File: src/include/can_object_send_request_defines.vh
`ifndef CAN_OBJECT_SEND_REQUEST_DEFINES_VH
`define CAN_OBJECT_SEND_REQUEST_DEFINES_VH

// register indices on the plain port
`define REG_OBJECT_SEND_REQUEST_LOW      4'h0
`define REG_OBJECT_SEND_REQUEST_HIGH     4'h1
`define REG_FIFO_DIR       4'h2
`define REG_FIFO_SEL       4'h3
`define REG_FIFO_PTR_LOW   4'h4
`define REG_FIFO_PTR_HIGH  4'h5
`define REG_FIFO_LEVEL     4'h6
`define REG_OPMODE         4'h7

// field position, counts and width
`define QUEUE_BIT          0
`define OBJ_COUNT          8
`define FIFO_COUNT         7
`define PTR_WIDTH          32

// reset values
`define OBJECT_SEND_REQUEST_RESET        8'h00
`define DIR_RESET          8'h00
`define PTR_RESET          32'h0000_0000

// message slot spacing in bytes, and transmit time
`define SLOT_BYTES         32'h0000_0010
`define SEND_CYCLES        8'h10

`define FIFO_DEPTH         8
`define FIFO_AW            3

`endif

File: src/design/send_fifo.v
module send_fifo #(
    parameter WIDTH = 3,
    parameter DEPTH = 8,
    parameter AW    = 3
) (
    input  wire             clk_sys,   // system clock
    input  wire             rst_n,     // sync reset, active low
    input  wire [WIDTH-1:0] inData,    // word written
    input  wire             inValid,   // write request
    output wire             inReady,   // not full
    output reg  [WIDTH-1:0] outData,   // registered head word
    output reg              outValid,  // head word present
    input  wire             outReady   // consumer takes head
);
    reg [WIDTH-1:0] memFf [0:DEPTH-1];
    reg [AW-1:0]    wrPtrFf;
    reg [AW-1:0]    rdPtrFf;
    reg [AW:0]      countFf;
    wire            doWrite;
    wire            doRead;
    wire            memHasWord;

    assign memHasWord = (countFf != {(AW+1){1'b0}});
    assign doRead     = memHasWord && (!outValid || outReady);
    assign doWrite    = inValid && inReady;
    assign inReady    = (countFf != DEPTH[AW:0]);

    always @(posedge clk_sys)
    begin
        if (doWrite)
        begin
            memFf[wrPtrFf] <= inData;
        end
    end

    always @(posedge clk_sys)
    begin
        if (!rst_n)
        begin
            wrPtrFf  <= {AW{1'b0}};
            rdPtrFf  <= {AW{1'b0}};
            countFf  <= {(AW+1){1'b0}};
            outValid <= 1'b0;
            outData  <= {WIDTH{1'b0}};
        end
        else
        begin
            if (doWrite)
            begin
                wrPtrFf <= wrPtrFf + {{(AW-1){1'b0}}, 1'b1};
            end
            if (doRead)
            begin
                rdPtrFf  <= rdPtrFf + {{(AW-1){1'b0}}, 1'b1};
                outData  <= memFf[rdPtrFf];
                outValid <= 1'b1;
            end
            else if (outReady)
            begin
                outValid <= 1'b0;
            end
            if (doWrite && !doRead)
            begin
                countFf <= countFf + {{AW{1'b0}}, 1'b1};
            end
            else if (doRead && !doWrite)
            begin
                countFf <= countFf - {{AW{1'b0}}, 1'b1};
            end
        end
    end
endmodule // send_fifo

File: src/design/can_tx_request_and_fifo_pointer.v
// Our own choices: the strobed register port and the placing of the registers.
`include "can_object_send_request_defines.vh"

module can_tx_request_and_fifo_pointer (
    input  wire        clk_sys,       // 40 MHz clock
    input  wire        rst_n,         // sync reset, active low
    input  wire [3:0]  regAddr,       // register index
    input  wire [15:0] regWrData,     // write data
    input  wire        regWr,         // write strobe
    input  wire        regRd,         // read strobe
    output reg  [15:0] regRdData_ff,  // read data, cycle after strobe
    input  wire        msgSent,       // one message of active object sent ok
    input  wire [2:0]  fifoPush,      // fifo index taking a received message
    input  wire        fifoPushValid, // received message arrives
    input  wire [2:0]  fifoPop,       // fifo index software consumed / sent
    input  wire        fifoPopValid,  // one slot released
    output reg         txBusy_ff,     // an object is being transmitted
    output reg  [2:0]  txObject_ff,   // object now on the wire
    output reg         queueFull_ff   // request queue can take no more
);
    reg  [7:0]  objectSendRequest_ff;
    reg  [7:0]  fifoDirectionTransmit_ff;
    reg  [2:0]  fifoSel_ff;
    reg         configMode_ff;
    reg  [3:0]  pendCnt_ff [0:7];
    reg  [31:0] headPtr_ff [1:7];
    reg  [31:0] tailPtr_ff [1:7];
    reg  [7:0]  sendTimer_ff;
    reg  [7:0]  nxt_objectSendRequest;
    reg  [15:0] nxt_rdData;
    wire [2:0]  qData;
    wire        qValid;
    wire        qReady;
    wire        qInReady;
    wire [31:0] selPtr;
    wire [7:0]  setMask;
    wire [7:0]  newSet;
    reg  [7:0]  waitQ_ff;
    reg  [2:0]  newObj;
    reg         newObjValid;
    integer     i;

    // pointer per direction, no valid value for index 0
    function [31:0] userPointer;
        input [2:0] idx;
        input       isTx;
        begin
            if (idx == 3'h0)
            begin
                userPointer = `PTR_RESET;
            end
            else if (isTx)
            begin
                userPointer = headPtr_ff[idx];
            end
            else
            begin
                userPointer = tailPtr_ff[idx];
            end
        end
    endfunction

    assign selPtr = userPointer(fifoSel_ff, fifoDirectionTransmit_ff[fifoSel_ff]);

    // bit 0 always transmits; others only if their fifo transmits
    assign setMask = (regWr && regAddr == `REG_OBJECT_SEND_REQUEST_LOW) ?
                     (regWrData[7:0] & {fifoDirectionTransmit_ff[7:1], 1'b1}) : 8'h00;
    // several bits in one write wait here, pushed one per cycle
    assign newSet = qInReady ? (setMask & ~objectSendRequest_ff) : 8'h00;

    always @*
    begin
        newObj      = 3'h0;
        newObjValid = 1'b0;
        for (i = 7; i >= 0; i = i - 1)
        begin
            if (waitQ_ff[i])
            begin
                newObj      = i[2:0];
                newObjValid = 1'b1;
            end
        end
    end

    send_fifo #(
        .WIDTH (3),
        .DEPTH (`FIFO_DEPTH),
        .AW    (`FIFO_AW)
    ) u_queue (
        .clk_sys  (clk_sys),
        .rst_n    (rst_n),
        .inData   (newObj),
        .inValid  (newObjValid),
        .inReady  (qInReady),
        .outData  (qData),
        .outValid (qValid),
        .outReady (qReady)
    );

    // no pop while configuring, or the request would be lost
    assign qReady = !txBusy_ff && !configMode_ff;

    // transmit engine: one object at a time, counted per message
    always @(posedge clk_sys)
    begin
        if (!rst_n)
        begin
            txBusy_ff    <= 1'b0;
            txObject_ff  <= 3'h0;
            sendTimer_ff <= 8'h00;
        end
        else if (!txBusy_ff)
        begin
            if (qValid && !configMode_ff)
            begin
                txBusy_ff    <= 1'b1;
                txObject_ff  <= qData;
                sendTimer_ff <= `SEND_CYCLES;
            end
        end
        else if (msgSent && pendCnt_ff[txObject_ff] == 4'h1)
        begin
            txBusy_ff <= 1'b0;
        end
    end

    always @*
    begin
        nxt_objectSendRequest = objectSendRequest_ff;
        // clearing only by hardware; zeros written are not aborts
        if (txBusy_ff && msgSent && pendCnt_ff[txObject_ff] == 4'h1)
        begin
            nxt_objectSendRequest[txObject_ff] = 1'b0;
        end
        if (qInReady)
        begin
            nxt_objectSendRequest = nxt_objectSendRequest | newSet;
        end
    end

    always @(posedge clk_sys)
    begin
        if (!rst_n)
        begin
            objectSendRequest_ff     <= `OBJECT_SEND_REQUEST_RESET;
            fifoDirectionTransmit_ff <= `DIR_RESET;
            fifoSel_ff               <= 3'h1;
            configMode_ff            <= 1'b1;
            queueFull_ff             <= 1'b0;
            waitQ_ff                 <= 8'h00;
            for (i = 0; i < 8; i = i + 1)
            begin
                pendCnt_ff[i] <= 4'h0;
            end
        end
        else
        begin
            objectSendRequest_ff <= nxt_objectSendRequest;
            queueFull_ff         <= !qInReady;
            waitQ_ff             <= (waitQ_ff & ~((newObjValid && qInReady) ?
                                    (8'h01 << newObj) : 8'h00)) | newSet;
            // pending message count per object: one per set request
            for (i = 0; i < 8; i = i + 1)
            begin
                if (newSet[i])
                begin
                    pendCnt_ff[i] <= 4'h1;
                end
                else if (txBusy_ff && msgSent && txObject_ff == i[2:0] && pendCnt_ff[i] != 4'h0)
                begin
                    pendCnt_ff[i] <= pendCnt_ff[i] - 4'h1;
                end
            end
            if (regWr)
            begin
                if (regAddr == `REG_FIFO_DIR)
                begin
                    fifoDirectionTransmit_ff <= {regWrData[7:1], 1'b0};
                end
                else if (regAddr == `REG_FIFO_SEL)
                begin
                    fifoSel_ff <= regWrData[2:0];
                end
                else if (regAddr == `REG_OPMODE)
                begin
                    configMode_ff <= regWrData[0];
                end
            end
        end
    end

    // head advances on push, tail on release, for fifos 1 to 7 outside config mode; direction picks which one is read
    always @(posedge clk_sys)
    begin
        if (!rst_n)
        begin
            for (i = 1; i < 8; i = i + 1)
            begin
                headPtr_ff[i] <= `PTR_RESET;
                tailPtr_ff[i] <= `PTR_RESET;
            end
        end
        else if (configMode_ff)
        begin
            // pointers restart while configuring, hence unreliable reads
            for (i = 1; i < 8; i = i + 1)
            begin
                headPtr_ff[i] <= `PTR_RESET;
                tailPtr_ff[i] <= `PTR_RESET;
            end
        end
        else
        begin
            for (i = 1; i < 8; i = i + 1)
            begin
                if (fifoPushValid && fifoPush == i[2:0])
                begin
                    headPtr_ff[i] <= headPtr_ff[i] + `SLOT_BYTES;
                end
                if (fifoPopValid && fifoPop == i[2:0])
                begin
                    tailPtr_ff[i] <= tailPtr_ff[i] + `SLOT_BYTES;
                end
            end
        end
    end

    always @*
    begin
        nxt_rdData = 16'h0000;
        if (regAddr == `REG_OBJECT_SEND_REQUEST_LOW)
        begin
            nxt_rdData = {8'h00, objectSendRequest_ff};
        end
        else if (regAddr == `REG_OBJECT_SEND_REQUEST_HIGH)
        begin
            nxt_rdData = 16'h0000;
        end
        else if (regAddr == `REG_FIFO_DIR)
        begin
            nxt_rdData = {8'h00, fifoDirectionTransmit_ff};
        end
        else if (regAddr == `REG_FIFO_SEL)
        begin
            nxt_rdData = {13'h0000, fifoSel_ff};
        end
        else if (regAddr == `REG_FIFO_PTR_LOW)
        begin
            nxt_rdData = selPtr[15:0];
        end
        else if (regAddr == `REG_FIFO_PTR_HIGH)
        begin
            nxt_rdData = selPtr[31:16];
        end
        else if (regAddr == `REG_FIFO_LEVEL)
        begin
            nxt_rdData = {11'h000, queueFull_ff, txBusy_ff, txObject_ff};
        end
        else if (regAddr == `REG_OPMODE)
        begin
            nxt_rdData = {15'h0000, configMode_ff};
        end
    end

    always @(posedge clk_sys)
    begin
        if (!rst_n)
        begin
            regRdData_ff <= 16'h0000;
        end
        else if (regRd)
        begin
            regRdData_ff <= nxt_rdData;
        end
        else
        begin
            regRdData_ff <= 16'h0000;
        end
    end
endmodule // can_tx_request_and_fifo_pointer

File: config.mk
export PLATFORM = sky130hd
export DESIGN_NAME = can_tx_request_and_fifo_pointer
export DESIGN_NICKNAME = d
export VERILOG_FILES = /design/src/design/send_fifo.v /design/src/design/can_tx_request_and_fifo_pointer.v
export VERILOG_INCLUDE_DIRS = /design/src /design/src/include
export SDC_FILE = /design/constraint.sdc
export NUM_CORES = 1
export LEC_CHECK = 0
export BUFFER_PORTS_ARGS = -buffer_cell sky130_fd_sc_hd__buf_2
export CAP_MARGIN = 20
export CORE_MARGIN = 10
export CORE_UTILIZATION = 45
export CTS_BUF_LIST = sky130_fd_sc_hd__clkbuf_4
export DETAILED_ROUTE_END_ITERATION = 6
export MAX_ROUTING_LAYER = met4
export PLACE_DENSITY = 0.66
export SLEW_MARGIN = 15
export SYNTH_ARGS = -nofsm -noshare
export SYNTH_HDL_FRONTEND = slang
export SYNTH_HIERARCHICAL = 1
export SYNTH_SLANG_ARGS = --single-unit
File: constraint.sdc
create_clock -name clk_sys -period 10 [get_ports clk_sys]
set_input_delay 3 -clock clk_sys [delete_from_list [all_inputs] [get_ports clk_sys]]
set_output_delay 3 -clock clk_sys [all_outputs]
set_load 0.01 [all_outputs]
* Word-level counts from Yosys, hierarchy flattened *
Memories as Yosys holds them, arrays and structs flattened. A register that Yosys moved wholly into a read port is not among the register bits.
Index checks and enable logic that the tools add are counted.

word-level totals
  bits in registers = 59
  memories kept = 4
  bits of input ports = 33
  logic and storage cells = 415
  bits in writable memories = 504
  output and inout bits = 21

cells by class
  bitwise gates (word level) = 58
  shifts and indexed selects = 1
  add/sub/neg operators = 26
  order comparisons = 3
  equality and inequality tests = 30
  multiplexer cells = 210
  reduce and logical (&&, ||, !) cells = 69

memory list
  name           depth  bits a word  rd ports  clocked after memory_dff  write ports  line                                  text
  headPtr_ff     7      32           8         1                         7            can_tx_request_and_fifo_pointer.v:26  reg [31:0] headPtr_ff [1:7];
  tailPtr_ff     7      32           8         1                         7            can_tx_request_and_fifo_pointer.v:27  reg [31:0] tailPtr_ff [1:7];
  pendCnt_ff     8      4            9         1                         8            can_tx_request_and_fifo_pointer.v:25  reg [3:0] pendCnt_ff [0:7];
  u_queue.memFf  8      3            1         1                         1            send_fifo.v:15                        reg [WIDTH-1:0] memFf [0:DEPTH-1];

operators with widths
  cell                                                                          count
  32-bit two-way mux                                                            30
  32-bit by 5-bit adder with 32-bit output, second input constant               14
  1-bit two-way mux                                                             134
  4-bit two-way mux                                                             18
  8-bit two-way mux                                                             9
  1-bit OR                                                                      44
  3-bit two-way mux                                                             14
  1-bit logical AND                                                             41
  3-bit == test, second input constant                                          12
  4-bit nonzero test                                                            9
  4-bit by 1-bit subtractor with 4-bit output, second input constant            9
  8-bit AND                                                                     4
  16-bit two-way mux                                                            2
  8-bit inverter                                                                3
  3-bit by 2-bit == test with 1-bit output, second input constant               6
  4-bit by 3-bit == test with 1-bit output, second input constant               4
  8-bit OR                                                                      2
  3-bit by 1-bit == test with 1-bit output, second input constant               3
  4-bit by 1-bit == test with 1-bit output, second input constant               2
  4-bit by 2-bit == test with 1-bit output, second input constant               2
  3-bit by 4-bit less-than comparator with 1-bit output, second input constant  2
  1-bit by 3-bit left shift with 8-bit output, first input constant             1
  1-bit logical NOT                                                             7
  3-bit by 1-bit adder with 3-bit output, second input constant                 2
  15 further kinds                                                              23

* Logic depth before layout (Yosys ltp) *
  depth in word-level cells = 13
  mapped depth = 11
  gate-level depth less buffers = 11

* By module *
Netlist, hierarchy kept.

by module, submodules not included
  module                           sequential area each (µm²)  instances  area each (µm²)  cells each
  can_tx_request_and_fifo_pointer  13813.2                     1          27586.5          2609
  send_fifo                        1001.0                      1          1655.3           118

* Worst setup path before layout *
Ideal clock, no wire load.

  path type = input to register
  from = input port rst_n
  to = memory tailPtr_ff[7][10] (enable)
  setup slack = 4738 ps
  arrival time = 4811 ps
  library setup time = 451 ps
  buffers on the path = 4
  required time = 9549 ps
  cell stages on the path = 8
  cells stage by stage = nor2b_1 > clkbuf_1 > and3_1 > clkbuf_1 > nand3_1 > clkbuf_1 > buf_1 > nand2_1

RTL lines
  item                line                                  text
  start: declaration  can_tx_request_and_fifo_pointer.v:6   input wire rst_n,
  end: declaration    can_tx_request_and_fifo_pointer.v:27

==> flow_summary.ini <==
[global_routing]
met3_usage = 0.0406
use_met1 = 0.283
met2_usage = 0.304
grt_pass1_vias = 21300
grt_usage = 0.208
grt_overflow_total = 0
grt_busiest_layer = met2
grt_max_degree = 71
grt_pass1_wl_um = 120000
antenna_found_initial = 6

[finish]
drive_gt1_frac = 0.145
final_net_count = 2896
area_growth_pct = 10.7
final_util = 0.503
post_layout_nonfiller_instances = 3811

[yosys]
syn-num-nets = 2788
synth_area_mm2 = 0.0292
yosys_most_used_dff = edfxtp_1
synth_cell_types = 60
synthCells = 2727
synth_top_cell_by_area = edfxtp_1
synth_edf_count = 448
ys_seq_elements = 516
synth_seq_area_share = 0.507
async_flop_share = 0
synth_area_leaders = edfxtp_1 46%, xor2_1 6.8%, nor2_1 6.0%
syn_avg_cell_area_um2 = 10.7
netlist.area_leader.share = 0.460
yosys_warnings = 6

[place]
dp_hpwl_um = 54500
gp_congestion = 0.946
dp_cells = 3542
pre_cts_ws_ns = 3.24
io_buffers = 45

[worst_hold_path]
hold-path-cell-count = 2
min_from = waitQ_ff[6]
hp-class = reg -> reg
hold_end = waitQ_ff[6]

[job]
maxCapViolations = 0

[detailed_routing]
dr.pass1.iters = 7
drtIter0Drc = 2315
drc_errors = 2
avgViaCountPerCell = 5.82
ant_nets = 0
num_vias = 22200
drt-total-wl_um = 76200
wire_per_inst_um = 20.0

[sta]
setup_slack_ns = 4.27
setup_violations = 0
slew_headroom = 0.329
post-route-min-period_ns = 5.73
setup_tns_ns = 0
rsz0062_at_grt = no
whs_ns = 0.512
max_freq_mhz = 174
skew_ns = 0.0590
tightest_slew_ns = 1.01
finalMaxSlewViolations = 0
min_period_over_period = 0.573
hold_viol_final = 0

[pwr]
power_density_mw_per_mm2 = 145
irDropWorstVdd_mv = 0.0756
p_leak_uw = 0.0114

[worst_setup_path]
worst_ep_arrival_time_ns = 6.40
cp_top_family = simple AND/OR/NAND/NOR gates
critical_path_class = in -> reg
max_stage_delay_ns = 0.88
crit_chain = buf_2 > nor2b_4 > nand2_1 > nor2_1 > nand2_1 > nand2_1 > buf_6
r2r-start = configMode_ff
critPathSlowestCell = nand2_1
crit_path_end_kind = register
crit_buf_inv = 2
critical_path.startpoint = rst_n
r2r-end = headPtr_ff[2][13]
required_ns = 10.66
regToRegSetupSlack_ns = 6.01
reg2reg_depth = 6
cp_common_cell = nand2_1
worst-path-max-fanout = 28
crit_path_start_kind = input pin

[clock_tree]
post_cts_resized = 0
holdBufCountCts = 0
cts_buffer_depth = 3
clock_latency_ns = 1.00
numCtsBuffers = 144
cts-root-buf = clkbuf_4
cts_tree = built
cts_setup_buffers = 0
h-tree-depth = 4
clkTransAtPathRegs_ns = 0.07
cts_sinks = 516

[outcome]
violations = design-rule violations
status = complete, but fails checks

[floorplan]
rows = 93
start_util = 0.454
die_area_mm2 = 0.0756
core_mm2 = 0.0643
die_h_um = 275
ios = 54
dieWidth_um = 275
-- Yosys cell counts, types with 4 or more instances --
cell / instances
ha_1: 27
a211o_1: 11
mux2_2: 21
a22oi_1: 4
buf_1: 11
buf_4: 6
nor2b_1: 32
xor2_1: 228
and4_1: 50
and3_1: 61
nand3b_1: 6
a31oi_1: 13
o21ai_0: 78
a211oi_1: 15
edfxtp_1: 448
nand2_1: 201
nand4_1: 84
nor3_1: 45
dfxtp_1: 68
nor4_1: 11
and2_1: 19
nand4b_1: 5
a21oi_1: 62
nand2b_1: 16
nor2_1: 469
buf_2: 20
a21boi_0: 10
inv_1: 62
clkbuf_1: 65
or3_1: 39
xnor2_1: 124
o211ai_1: 27
o32ai_1: 4
mux2i_1: 84
nand3_1: 180
mux4_2: 76
o22ai_1: 6
-- metal layers --
| metal | vias to the layer above | wire length [µm] |
|---|---|---|
| met5 | - | 0 |
| met4 | 0 | 1900 |
| met3 | 121 | 6220 |
| met2 | 868 | 34500 |
| met1 | 10900 | 33600 |
| li1 | 10300 | - |
-- placed cells by master (no fill, tap or decap), types with 27 or more instances in the layout --
cell	Yosys	final
nor2_1	469	469
edfxtp_1	448	448
xor2_1	228	228
clkbuf_4	0	219
nand2_1	201	195
nand3_1	180	180
xnor2_1	124	124
nand4_1	84	84
mux2i_1	84	84
o21ai_0	78	78
mux4_2	76	76
dfxtp_1	68	65
inv_1	62	62
a21oi_1	62	62
and3_1	61	61
and4_1	50	50
buf_2	20	46
nor3_1	45	45
or3_1	39	39
nor2b_1	32	31
o211ai_1	27	27
ha_1	27	27
-- area by class of cell --
cell class,count,area (µm²)
antenna,3,7.51
clock buffer,219,1640
clock inverter,45,353
fill,5715,32000
inverter,62,233
multi-input combinational,2044,13800
sequential,516,14800
tap,855,1070
timing repair buffer,67,485
-- registers in the layout, indices dropped and copies added (netlist names), named ones only --
| signal | count |
|---|---|
| headPtr_ff | 196 |
| tailPtr_ff | 196 |
| pendCnt_ff | 32 |
| u_queue/memFf | 24 |
| regRdData_ff | 16 |
| objectSendRequest_ff | 8 |
| waitQ_ff | 8 |
| fifoDirectionTransmit_ff | 7 |
| u_queue/countFf | 4 |
| fifoSel_ff | 3 |
| txObject_ff | 3 |
| u_queue/outData | 3 |
| u_queue/rdPtrFf | 3 |
| u_queue/wrPtrFf | 3 |
| configMode_ff | 1 |
| queueFull_ff | 1 |
| txBusy_ff | 1 |
| u_queue/outValid | 1 |
-- power by group --
group / switching [µW] / total (µW) / internal, µW
combinational: 111 / 205 / 93.9
clock: 962 / 2100 / 1140
sequential: 47.4 / 2390 / 2350
total: 1120 / 4700 / 3580
-- cell families (layout without fill, tap and decap cells) --
| group | count (synthesis) | after routing | share of synthesized area |
|---|---|---|---|
| XOR/XNOR | 352 | 352 | 0.105 |
| multiplexers | 181 | 181 | 0.0954 |
| other | 0 | 3 | 0 |
| buffers and inverters | 167 | 393 | 0.0238 |
| AO/OA/AOI/OAI | 248 | 248 | 0.0520 |
| AND/OR/NAND/NOR | 1235 | 1235 | 0.204 |
| flip-flops | 516 | 516 | 0.507 |
| adder cells (fa/ha/maj) | 28 | 28 | 0.0122 |
-- how the worst max path moves through the flow --
stage	slack [ns]	to	cells after the start
5_1_grt	4.13	headPtr_ff[2][13]	7
2_1_floorplan	4.74	tailPtr_ff[7][10]	8
3_3_place_gp	2.83	headPtr_ff[2][28]	6
6_report	4.27	headPtr_ff[2][13]	7
3_5_place_dp	3.24	tailPtr_ff[7][8]	5
4_1_cts	4.32	tailPtr_ff[7][8]	5
-- worst register-to-register path, stage by stage (launching register included) --
cell     delay [ns]
dfxtp_1        0.38
nor2b_4        0.66
nand2_1        0.12
nor2_1         0.59
nand2_1        0.76
nand2_1        0.88
buf_6          0.26
-- per-stage QoR --
stage                     power [µW]  cell area [µm²]
final                           4700            32400
after global routing            4890            32400
after CTS                       4750            32300
after detailed placement        2640            30300
after global placement          2630            30200
after floorplan                 2580            29200
No activity file was read; power rests on OpenSTA's default activity.
